[src/hdl/fpu_decode_pkg.sv]
// constants shared by the vector and external instruction decoder
package fpu_decode_pkg;
	// host-issued coprocessor instruction
	localparam logic [4:0] VEC_GROUP_OP = 5'h1F;
	localparam logic [3:0] POLYNOMIAL_EXPAND_OP = 4'h0;
	localparam logic [3:0] MULTIPLY_ACCUMULATE_OP = 4'h1;
	localparam logic [3:0] MINMAX_1D_OP = 4'h2;
	localparam logic [3:0] MINMAX_2D_OP = 4'h3;
	localparam logic [3:0] MATRIX_VEC_MUL_E0_OP = 4'h4;
	localparam logic [3:0] MATRIX_VEC_MUL_E1_OP = 4'h5;
	localparam logic [3:0] MATRIX_VEC_MUL_E2_OP = 4'h6;
	localparam logic [3:0] MATRIX_VEC_MUL_E3_OP = 4'h7;
	localparam logic [3:0] MATRIX_ROW_ADD_OP = 4'h8;
	localparam logic [3:0] VECTOR_ADD_OP = 4'h9;
	localparam logic [3:0] VECTOR_SUBTRACT_OP = 4'hA;
	localparam logic [3:0] DOT_PRODUCT_OP = 4'hB;
	localparam logic [3:0] CROSS_PRODUCT_OP = 4'hC;
	localparam logic [3:0] MAGNITUDE_OP = 4'hD;
	localparam logic [3:0] NORMALIZE_OP = 4'hE;
	localparam logic [3:0] REFLECTION_OP = 4'hF;
	localparam logic [3:0] MATRIX_ROW_LAST = 4'hC;
	// operand precision, {type, size}
	localparam logic [1:0] PREC_INT = 2'h0;
	localparam logic [1:0] PREC_RSVD = 2'h1;
	localparam logic [1:0] PREC_SINGLE = 2'h2;
	localparam logic [1:0] PREC_DOUBLE = 2'h3;
	// external instruction field positions
	localparam int SEQ_HI = 31;
	localparam int SEQ_LO = 28;
	localparam int SRCA_HI = 27;
	localparam int SRCA_LO = 24;
	localparam int SRCB_HI = 23;
	localparam int SRCB_LO = 20;
	localparam int DEST_HI = 19;
	localparam int DEST_LO = 15;
	localparam int SEL_HI = 14;
	localparam int SEL_LO = 11;
	localparam int CLASS_HI = 10;
	localparam int CLASS_LO = 6;
	localparam int ABS_OPND_BIT = 5;
	localparam int ABS_RES_BIT = 4;
	localparam int NEG_RES_BIT = 3;
	localparam int WRAP_BIT = 2;
	localparam int PREC_HI = 1;
	localparam int PREC_LO = 0;
	localparam int COUNT_HI = 7;
	localparam int COUNT_LO = 2;
	// sequencer operation codes
	localparam logic [3:0] SEQ_CONTINUE = 4'h0;
	localparam logic [3:0] SEQ_CONTINUE_WE = 4'h1;
	localparam logic [3:0] SEQ_CONTINUE_ALS = 4'h2;
	localparam logic [3:0] SEQ_TRANSFER = 4'h3;
	localparam logic [3:0] SEQ_BRANCH = 4'h4;
	localparam logic [3:0] SEQ_CALL = 4'h5;
	// arithmetic operation classes
	localparam logic [4:0] OP_ADD = 5'h00;
	localparam logic [4:0] OP_AND = 5'h01;
	localparam logic [4:0] OP_ANDNA = 5'h02;
	localparam logic [4:0] OP_ANDNB = 5'h03;
	localparam logic [4:0] OP_CMP = 5'h04;
	localparam logic [4:0] OP_COMPL = 5'h05;
	localparam logic [4:0] OP_DIV = 5'h06;
	localparam logic [4:0] OP_DTOF = 5'h07;
	localparam logic [4:0] OP_DTOI = 5'h08;
	localparam logic [4:0] DOUBLE_TO_UNSIGNED_OP = 5'h09;
	localparam logic [4:0] OP_FTOD = 5'h0A;
	localparam logic [4:0] OP_FTOI = 5'h0B;
	localparam logic [4:0] SINGLE_TO_UNSIGNED_OP = 5'h0C;
	localparam logic [4:0] OP_ITOD = 5'h0D;
	localparam logic [4:0] OP_ITOF = 5'h0E;
	localparam logic [4:0] FLAGLESS_MOVE_OP = 5'h0F;
	localparam logic [4:0] OP_MULT = 5'h10;
	localparam logic [4:0] CHAINED_MUL_ADD_OP = 5'h11;
	localparam logic [4:0] OP_NEG = 5'h12;
	localparam logic [4:0] OP_OR = 5'h13;
	localparam logic [4:0] OP_NOR = 5'h14;
	localparam logic [4:0] OP_PASS = 5'h15;
	// transfer and flow sub-codes
	localparam logic [4:0] REGISTER_LOAD_OP = 5'h00;
	localparam logic [4:0] LOCAL_TO_MEMSIDE_MOVE_OP = 5'h01;
	localparam logic [4:0] MEMSIDE_TO_LOCAL_MOVE_OP = 5'h02;
	localparam logic [4:0] REG_TO_REG_MULTI_MOVE_OP = 5'h03;
	localparam logic [4:0] COND_JUMP_OP = 5'h00;
	localparam logic [4:0] COND_SUBROUTINE_JUMP_OP = 5'h01;
	localparam logic [4:0] LOOP_COUNT_LOAD_OP = 5'h02;
	localparam logic [4:0] COPY_ADDRESS_LOAD_OP = 5'h03;
	localparam logic [4:0] MASK_SET_OP = 5'h04;
	// operand sources
	localparam logic [1:0] SRC_REGFILE = 2'h0;
	localparam logic [1:0] SRC_FEEDBACK = 2'h1;
	localparam logic [1:0] SRC_LOCAL_BUS = 2'h2;
	// pipeline stage settings and cycle counts
	localparam logic [1:0] PIPE_NONE = 2'h0;
	localparam logic [1:0] PIPE_ALL = 2'h3;
	localparam logic [1:0] PIPE_HI_ONLY = 2'h2;
	localparam logic [7:0] LAT_ONE = 8'h01;
	localparam logic [7:0] LAT_TWO = 8'h02;
	localparam logic [7:0] LAT_THREE = 8'h03;
	localparam logic [7:0] DIV_LAT_SP_A = 8'h08;
	localparam logic [7:0] DIV_LAT_SP_B = 8'h09;
	localparam logic [7:0] DIV_LAT_DP_A = 8'h0D;
	localparam logic [7:0] DIV_LAT_DP_B = 8'h0F;
	localparam logic [7:0] DIV_LAT_INT_A = 8'h10;
	localparam logic [7:0] DIV_LAT_INT_B = 8'h11;
	localparam logic [7:0] DIV_IVL_SP_B = 8'h07;
	localparam logic [7:0] DIV_IVL_DP_B = 8'h0C;
	localparam logic [7:0] DIV_IVL_INT_B = 8'h0F;
	// software registers
	localparam logic [3:0] REG_CONFIG = 4'h0;
	localparam logic [3:0] REG_STATUS = 4'h4;
	localparam logic [3:0] REG_COUNT = 4'h8;
	localparam int CFG_PIPE_HI = 1;
	localparam int CFG_PIPE_LO = 0;
	localparam int CFG_HOSTIND_BIT = 2;
	localparam logic [1:0] CFG_PIPE_RESET = 2'h3;
	localparam logic CFG_HOSTIND_RESET = 1'b0;
	typedef enum logic [4:0] {
		FMT_NONE = 5'b00001,
		FMT_ARITH = 5'b00010,
		FMT_TRANSFER = 5'b00100,
		FMT_BRANCH = 5'b01000,
		FMT_CALL = 5'b10000
	} fmt_t;
endpackage

[src/hdl/fpu_vector_and_external_instr_decode.sv]
// decoder for vector sub-opcodes and external 32-bit instructions
//
// Contract
// - vector group decodes poly, mac, minmax subcodes
// - 0100-0111 multiply matrix row by element
// - 1000 row add, 1001 add, 1010 subtract
// - 1011 dot, 1100 cross, 1101 magnitude
// - 1110 normalize, 1111 reflection vector
// - external word is 32 bits, four formats
// - arithmetic fields from bit 31 down to 0
// - operands from registers, feedback or bus
// - two of the three continue codes drive bus strobes
// - source and destination address own registers
// - source select picks registers, feedback or bus
// - abs, negate and wrapped input options
// - chained op runs multiplier and alu together
// - latency follows two-bit pipeline setting
// - single-stage ops take 1, 2, 3 cycles
// - divide uses its own tabulated counts
// - flow ops, loop count and copy address loads take one cycle
// - transfers take n+1 or 2n+1 cycles
// - conversions among double, single, integer, unsigned
// - flagless move leaves status flags alone
// - coprocessor op code is five bits
// - op code 11111 turns source b into subcode
//
// The address map and strobed register access were chosen for this implementation.
`timescale 1ns/1ps
`default_nettype none
module fpu_vector_and_external_instr_decode (
	input wire logic mclk_in,
	input wire logic rst_in,
	input wire logic [3:0] addr_in,
	input wire logic [31:0] wdata_in,
	input wire logic wr_strobe_in,
	input wire logic rd_strobe_in,
	output logic [31:0] rdata_out,
	input wire logic cop_valid_in,
	input wire logic [4:0] cop_opcode_in,
	input wire logic [3:0] cop_source_b_in,
	input wire logic [1:0] cop_precision_in,
	output logic vec_valid_out,
	output logic [3:0] vec_op_out,
	output logic [3:0] vec_matrix_base_out,
	output logic [1:0] vec_element_out,
	output logic [1:0] vec_precision_out,
	output logic vec_error_out,
	input wire logic ext_valid_in,
	input wire logic [31:0] ext_word_in,
	output logic ext_ready_out,
	output logic ext_valid_out,
	output fpu_decode_pkg::fmt_t ext_format_out,
	output logic [4:0] ext_class_out,
	output logic [3:0] source_a_field_out,
	output logic [3:0] source_b_field_out,
	output logic [4:0] dest_field_out,
	output logic [1:0] source_a_sel_out,
	output logic [1:0] source_b_sel_out,
	output logic abs_operand_out,
	output logic abs_result_out,
	output logic negate_result_out,
	output logic wrapped_input_out,
	output logic [1:0] ext_precision_out,
	output logic chained_out,
	output logic flags_update_out,
	output logic [7:0] latency_out,
	output logic ext_error_out,
	output logic write_strobe_out,
	output logic address_latch_strobe_out
);
	import fpu_decode_pkg::*;

	typedef struct packed {
		logic [31:0] rdata;
		logic [1:0] pipe;
		logic host_ind;
		logic [15:0] count;
		logic [7:0] ivl;
		logic ready;
		logic vvalid;
		logic [3:0] vop;
		logic [3:0] vbase;
		logic [1:0] velem;
		logic [1:0] vprec;
		logic verr;
		logic evalid;
		fmt_t fmt;
		logic [4:0] cls;
		logic [3:0] sa;
		logic [3:0] sb;
		logic [4:0] dst;
		logic [1:0] sela;
		logic [1:0] selb;
		logic absop;
		logic absres;
		logic negres;
		logic wrap;
		logic [1:0] prec;
		logic chained;
		logic flags;
		logic [7:0] lat;
		logic eerr;
		logic we;
		logic als;
	} state_t;

	state_t q;
	state_t d;

	// cycles of a one-stage-per-pipeline op
	function automatic logic [7:0] stage_lat(input logic [1:0] pipe);
		if (pipe == PIPE_ALL) begin
			stage_lat = LAT_ONE;
		end else if (pipe == PIPE_NONE) begin
			stage_lat = LAT_THREE;
		end else begin
			stage_lat = LAT_TWO;
		end
	endfunction

	always_comb begin
		logic [3:0] seq;
		logic [4:0] cls;
		logic [1:0] prec;
		logic [5:0] n;
		logic [7:0] ivl;
		logic [7:0] lat;
		logic err;
		seq = ext_word_in[SEQ_HI:SEQ_LO];
		cls = ext_word_in[CLASS_HI:CLASS_LO];
		prec = ext_word_in[PREC_HI:PREC_LO];
		n = ext_word_in[COUNT_HI:COUNT_LO];
		ivl = LAT_ONE;
		lat = LAT_ONE;
		err = 1'b0;
		d = q;
		d.vvalid = 1'b0;
		d.evalid = 1'b0;
		d.we = 1'b0;
		d.als = 1'b0;
		d.rdata = 32'h0000_0000;
		// issue interval counts down while a slow op runs
		if (q.ivl != 8'h00) begin
			d.ivl = q.ivl - 8'h01;
		end

		// register port
		if (wr_strobe_in && addr_in == REG_CONFIG) begin
			d.pipe = wdata_in[CFG_PIPE_HI:CFG_PIPE_LO];
			d.host_ind = wdata_in[CFG_HOSTIND_BIT];
		end
		if (rd_strobe_in) begin
			case (addr_in)
				REG_CONFIG: d.rdata = {29'h0000_0000, q.host_ind, q.pipe};
				REG_STATUS: d.rdata = {23'h00_0000, q.verr, q.eerr, q.ready, 1'b0, q.fmt};
				REG_COUNT: d.rdata = {16'h0000, q.count};
				default: d.rdata = 32'h0000_0000;
			endcase
		end

		// host vector group: five-bit op code, source b reused as subcode
		if (cop_valid_in && cop_opcode_in == VEC_GROUP_OP) begin
			d.vvalid = 1'b1;
			d.vop = cop_source_b_in;
			d.vprec = cop_precision_in;
			d.verr = (cop_precision_in == PREC_RSVD);
			d.vbase = MATRIX_ROW_LAST;
			d.velem = 2'h0;
			case (cop_source_b_in)
				MATRIX_VEC_MUL_E0_OP, MATRIX_VEC_MUL_E1_OP,
				MATRIX_VEC_MUL_E2_OP, MATRIX_VEC_MUL_E3_OP: begin
					d.velem = cop_source_b_in[1:0];
					d.vbase = {cop_source_b_in[1:0], 2'h0};
				end
				MATRIX_ROW_ADD_OP: begin
					d.vbase = MATRIX_ROW_LAST;
				end
				default: begin
					d.vbase = MATRIX_ROW_LAST;
				end
			endcase
		end

		// external instruction, taken only when the issue slot is free
		if (ext_valid_in && q.ivl == 8'h00) begin
			d.evalid = 1'b1;
			d.count = q.count + 16'h0001;
			d.cls = cls;
			d.sa = ext_word_in[SRCA_HI:SRCA_LO];
			d.sb = ext_word_in[SRCB_HI:SRCB_LO];
			d.dst = ext_word_in[DEST_HI:DEST_LO];
			d.sela = ext_word_in[SEL_LO+1:SEL_LO];
			d.selb = ext_word_in[SEL_HI:SEL_LO+2];
			d.prec = prec;
			d.absop = 1'b0;
			d.absres = 1'b0;
			d.negres = 1'b0;
			d.wrap = 1'b0;
			d.chained = 1'b0;
			d.flags = 1'b0;
			case (seq)
				SEQ_CONTINUE, SEQ_CONTINUE_WE, SEQ_CONTINUE_ALS: begin
					d.fmt = FMT_ARITH;
					d.absop = ext_word_in[ABS_OPND_BIT];
					d.absres = ext_word_in[ABS_RES_BIT];
					d.negres = ext_word_in[NEG_RES_BIT];
					d.wrap = ext_word_in[WRAP_BIT];
					d.flags = (cls != FLAGLESS_MOVE_OP);
					d.chained = (cls == CHAINED_MUL_ADD_OP);
					if (q.host_ind) begin
						d.we = (seq == SEQ_CONTINUE_WE);
						d.als = (seq == SEQ_CONTINUE_ALS);
					end
					// the bus carries one 32-bit word per operand
					if ((d.sela == SRC_LOCAL_BUS || d.selb == SRC_LOCAL_BUS)
						&& prec == PREC_DOUBLE) begin
						err = 1'b1;
					end
					if (d.sela > SRC_LOCAL_BUS || d.selb > SRC_LOCAL_BUS
						|| prec == PREC_RSVD || cls > OP_PASS) begin
						err = 1'b1;
					end
					lat = stage_lat(q.pipe);
					ivl = LAT_ONE;
					case (cls)
						// divide rows differ per pipeline column
						OP_DIV: begin
							if (prec == PREC_SINGLE) begin
								lat = q.pipe[0] ? DIV_LAT_SP_A : DIV_LAT_SP_B;
								ivl = (q.pipe == PIPE_ALL) ? DIV_LAT_SP_A : DIV_IVL_SP_B;
							end else if (prec == PREC_DOUBLE) begin
								lat = q.pipe[0] ? DIV_LAT_DP_A : DIV_LAT_DP_B;
								ivl = (q.pipe == PIPE_ALL) ? DIV_LAT_DP_A : DIV_IVL_DP_B;
							end else begin
								lat = q.pipe[0] ? DIV_LAT_INT_A : DIV_LAT_INT_B;
								ivl = (q.pipe == PIPE_ALL) ? DIV_LAT_INT_A : DIV_IVL_INT_B;
							end
							if (q.pipe == PIPE_HI_ONLY) begin
								if (prec == PREC_SINGLE) begin
									lat = DIV_LAT_SP_A;
								end else if (prec == PREC_DOUBLE) begin
									lat = DIV_LAT_DP_A;
								end else begin
									lat = DIV_LAT_INT_A;
								end
							end
						end
						OP_MULT, CHAINED_MUL_ADD_OP: begin
							if (prec == PREC_DOUBLE) begin
								lat = stage_lat(q.pipe) + 8'h01;
								ivl = LAT_TWO;
							end
						end
						OP_DTOF, OP_DTOI, DOUBLE_TO_UNSIGNED_OP, OP_FTOD, OP_FTOI,
						SINGLE_TO_UNSIGNED_OP, OP_ITOD, OP_ITOF: begin
							lat = stage_lat(q.pipe);
						end
						default: begin
							lat = stage_lat(q.pipe);
						end
					endcase
				end
				// transfers hold the issue slot for every word
				SEQ_TRANSFER: begin
					d.fmt = FMT_TRANSFER;
					if (cls > REG_TO_REG_MULTI_MOVE_OP || prec == PREC_RSVD) begin
						err = 1'b1;
					end
					if (prec == PREC_DOUBLE) begin
						lat = {1'b0, n, 1'b1};
					end else begin
						lat = {2'h0, n} + 8'h01;
					end
					ivl = lat;
				end
				// flow ops ignore the pipeline setting
				SEQ_BRANCH: begin
					d.fmt = FMT_BRANCH;
					err = (cls > MASK_SET_OP);
					lat = LAT_ONE;
					ivl = LAT_ONE;
				end
				SEQ_CALL: begin
					d.fmt = FMT_CALL;
					lat = LAT_ONE;
					ivl = LAT_ONE;
				end
				default: begin
					d.fmt = FMT_NONE;
					err = 1'b1;
				end
			endcase
			// latency and next free issue slot
			d.eerr = err;
			d.lat = lat;
			d.ivl = ivl - 8'h01;
		end

		// ready mirrors an empty issue interval
		d.ready = (d.ivl == 8'h00);
	end

	// state register
	always_ff @(posedge mclk_in) begin
		if (rst_in) begin
			q <= '{
				rdata: 32'h0000_0000,
				pipe: CFG_PIPE_RESET,
				host_ind: CFG_HOSTIND_RESET,
				count: 16'h0000,
				ivl: 8'h00,
				ready: 1'b1,
				vvalid: 1'b0,
				vop: 4'h0,
				vbase: 4'h0,
				velem: 2'h0,
				vprec: 2'h0,
				verr: 1'b0,
				evalid: 1'b0,
				fmt: FMT_NONE,
				cls: 5'h00,
				sa: 4'h0,
				sb: 4'h0,
				dst: 5'h00,
				sela: 2'h0,
				selb: 2'h0,
				absop: 1'b0,
				absres: 1'b0,
				negres: 1'b0,
				wrap: 1'b0,
				prec: 2'h0,
				chained: 1'b0,
				flags: 1'b0,
				lat: 8'h00,
				eerr: 1'b0,
				we: 1'b0,
				als: 1'b0
			};
		end else begin
			q <= d;
		end
	end

	// outputs straight from the state flip-flops
	assign rdata_out = q.rdata;
	assign vec_valid_out = q.vvalid;
	assign vec_op_out = q.vop;
	assign vec_matrix_base_out = q.vbase;
	assign vec_element_out = q.velem;
	assign vec_precision_out = q.vprec;
	assign vec_error_out = q.verr;
	assign ext_ready_out = q.ready;
	assign ext_valid_out = q.evalid;
	assign ext_format_out = q.fmt;
	assign ext_class_out = q.cls;
	assign source_a_field_out = q.sa;
	assign source_b_field_out = q.sb;
	assign dest_field_out = q.dst;
	assign source_a_sel_out = q.sela;
	assign source_b_sel_out = q.selb;
	assign abs_operand_out = q.absop;
	assign abs_result_out = q.absres;
	assign negate_result_out = q.negres;
	assign wrapped_input_out = q.wrap;
	assign ext_precision_out = q.prec;
	assign chained_out = q.chained;
	assign flags_update_out = q.flags;
	assign latency_out = q.lat;
	assign ext_error_out = q.eerr;
	assign write_strobe_out = q.we;
	assign address_latch_strobe_out = q.als;
endmodule // fpu_vector_and_external_instr_decode
`default_nettype wire

[config.mk]
export PLATFORM = sky130hd
export DESIGN_NAME = fpu_vector_and_external_instr_decode
export DESIGN_NICKNAME = d
export VERILOG_FILES = /design/src/hdl/fpu_decode_pkg.sv /design/src/hdl/fpu_vector_and_external_instr_decode.sv
export SDC_FILE = /design/constraint.sdc
export NUM_CORES = 1
export LEC_CHECK = 0
export ABC_AREA = 1
export BUFFER_PORTS_ARGS = -buffer_cell sky130_fd_sc_hd__buf_2
export CELL_PAD_IN_SITES_DETAIL_PLACEMENT = 1
export CELL_PAD_IN_SITES_GLOBAL_PLACEMENT = 2
export CORE_MARGIN = 4
export CORE_UTILIZATION = 29
export CTS_CLUSTER_DIAMETER = 30
export DETAILED_ROUTE_END_ITERATION = 12
export PLACE_DENSITY = 0.89
export SKIP_CTS_REPAIR_TIMING = 1
export SLEW_MARGIN = 5
export SYNTH_ARGS = -nofsm -noshare
export SYNTH_HDL_FRONTEND = slang
export SYNTH_SLANG_ARGS = --single-unit
[constraint.sdc]
create_clock -name mclk_in -period 3.95 [get_ports mclk_in]
set_input_delay 0.5925 -clock mclk_in [delete_from_list [all_inputs] [get_ports mclk_in]]
set_output_delay 0.5925 -clock mclk_in [all_outputs]
set_load 0.02 [all_outputs]
==> run metrics <==
number of global-route vias before repair 4,794; combinational family with the most area after synthesis simple AND/OR/NAND/NOR gates; Die Width 144 µm; antenna-violating nets left 0; placed instance count 1,016; status completed; Via-to-Cell Ratio 4.67; top_reg_cell synth dfxtp_1; Fillers 2,335; layout cells sized above 1 0.229; Yosys cell types 43; clk sink count 102; share of the synthesized area in the top cell type 0.381; final total power 3.09 mW; Clock power frac 0.276; CTS tree done; Switching Power 1.18 mW; IO Pins 179; mux cell area share after synthesis 0; Startpoint Class register; Clock Latency Late Sink 0.36 ns; crit path time final 2.52 ns; Pleak 2.73 nW; Mapped Area 5370 µm²; simple-gate share of the synthesized area 0.265; worst setup margin 1.43 ns; dpl hpwl 11,900 µm; WP data arrival 2.76 ns; CTS max path bufs 2; cts bufs inserted 9; Cell Count, Final, Fillers Out 1,031; global-route usage over all layers 0.151; Hold Crit Class in -> reg; sequential-to-total area share from yosys stat 0.381; Rows 49; EDFF count, synth 0; Routability Congestion 0.816; setup_tns 0 ns; PwrDens 518 nW/µm²; Slew @ Worst Pin 0.736 ns; syn_area_per_cell 7.26 µm²; Core Footprint 18,100 µm²; cell taking the most area after synthesis dfxtp_1; RSZ-0062 raised after global routing no; synthesized flop and latch total 102; DRT Pass-1 Iters 4; R2R Setup Slk 1.43 ns; PortBufs 130; Synth Area in Compound Gates 0.140; Warnings, synthesis 0; final wirelength 15,500 µm; ratio of final minimum period to clock period 0.638; Synth Area in XOR/XNOR 0.00816; initial core utilization 0.297; initial antenna violation count 0; global-route wire length before repair 24,700 µm; Critical Path RT 4.19 ns; Worst slew margin 0.497; final hold vios 0; Internal Dissipation 1.91 mW; Seq pwr share 0.399; pre-CTS WS 1.33 ns; htree depth 3; largest net degree at the start of global routing 34; Synth area leaders dfxtp_1 (38%), buf_4 (11%), nand2_1 (9.7%); cell count after synthesis 739; max-slew violations 0; DR iter-0 viols 177; Layout Skew 0.0128 ns; Comb pwr share 0.325; maximum vdd drop 308 µV; routed vias 4,812; endpoints failing setup 0; Adder-Cell Fraction of Synth Area 0.0210; Die H 144 µm; Switching Fraction 0.382; fraction of registers with async set/reset 0; Worst setup EP type register; Max Cap Viol 0; total grt overflow 0; Crit Path Max Fanout 31; Syn-to-layout area delta 11.1%; Root Buffer clkbuf_16; routed length per instance 15.0 µm; fin nets 892; Setup CP Type reg -> reg; Reg clk slew, reported paths 0.08 ns; Antenna Cells 0; die area 20,700 µm²; Residual DRC 0; Max Fclk 397 MHz
## flip-flops by register name, indices dropped and copies added (netlist names), 2 cells and up
signal,cells
latency_out,7
source_b_field_out,4
ext_format_out,5
source_a_field_out,4
rdata_out,16
dest_field_out,5
vec_precision_out,2
vec_element_out,2
ext_class_out,5
vec_matrix_base_out,2
ext_precision_out,2
q,27
source_a_sel_out,2
vec_op_out,4
source_b_sel_out,2
## power by group through the flow
stage	clock network [mW]	registers, mW	logic (mW)
final	0.853	1.23	1.00
after CTS	0.893	1.24	1.03
after global placement	0	1.25	1.00
after global routing	0.925	1.25	1.15
after detailed placement	0	1.26	1.02
after floorplan	0	1.24	0.821
## cells by family (layout without fill, tap and decap cells)
family,Yosys count,in the layout
adders and majority gates,9,9
xor gates and xnor gates,5,5
buffers and inverters,178,223
AOI/OAI and AO/OA,139,139
other,1,19
DFF,102,102
and+or+nand+nor,305,305
## layout make-up
| cell class | count | area (µm²) | share of cell area |
|---|---|---|---|
| timing repair buffer | 135 | 688 | 0.115 |
| tap | 229 | 287 | 0.0480 |
| clock buffer | 10 | 229 | 0.0384 |
| clock inverter | 5 | 41.3 | 0.00692 |
| sequential | 102 | 2040 | 0.342 |
| multi-input combinational | 477 | 2400 | 0.402 |
| inverter | 73 | 277 | 0.0464 |
## critical path, cell delays in order, from the launching register on
cell	delay [ns]
dfxtp_1	0.31
inv_1	0.13
ha_1	0.25
nand2_1	0.13
nor2_1	0.31
nand2_1	0.08
buf_4	0.26
inv_2	0.33
a21oi_1	0.09
a21oi_1	0.17
nor2_1	0.06
nand3_1	0.07
nor2_1	0.06
nand2_1	0.07
nand2_1	0.05
## cell usage in the layout (no fill, tap or decap), types with 3 or more instances in the layout
master	netlist	layout
clkbuf_16	0	9
nor2_1	52	52
nand2_1	139	139
nor3_1	14	14
nand3_1	50	50
ha_1	9	9
o21ai_1	4	4
nor3_2	5	5
inv_1	67	67
nor2_2	3	3
buf_4	82	5
o21ai_0	39	39
o211ai_1	5	5
a21oi_1	76	76
nand4_1	15	15
a31oi_1	3	3
buf_2	4	130
inv_2	4	4
nand2_2	11	11
nor2_4	5	5
conb_1	1	19
dfxtp_1	102	102
xnor2_1	5	5
nor4_1	4	4
## cell usage after synthesis, types with 5 or more instances
library cell / n
nand2_1: 139
dfxtp_1: 102
buf_4: 82
a21oi_1: 76
inv_1: 67
nor2_1: 52
nand3_1: 50
o21ai_0: 39
clkbuf_1: 18
nand4_1: 15
nor3_1: 14
nand2_2: 11
ha_1: 9
nor2_4: 5
nor3_2: 5
o211ai_1: 5
xnor2_1: 5
## worst paths after layout
check / startpoint / to / cells past startpoint
worst min register to register: source_a_field_out[2] / source_a_field_out[2] / 2
worst max-delay path: q[62] / ext_ready_out / 14
worst min-delay path: wdata_in[1] / q[88] / 3
worst max register to register: q[62] / ext_ready_out / 14
## metal layers
metal  GRT usage  up-vias  part of all wire
met5           0        -                 0
met4      0.0327        0             0.014
met3      0.0479        9             0.058
met2       0.247      108              0.46
met1       0.197     2252              0.47
li1            -     2443                 -
## metrics by stage
step | hold slack (ns) | area [µm²] | util
after floorplan | 0.439 | 5430 | -
after global placement | 0.449 | 5690 | 0.315
after detailed placement | 0.455 | 5690 | 0.315
after CTS | 0.455 | 5960 | 0.330
after global routing | 0.455 | 5960 | 0.330
final | 0.461 | 5960 | 0.330
No activity file was read; power rests on OpenSTA's default activity.
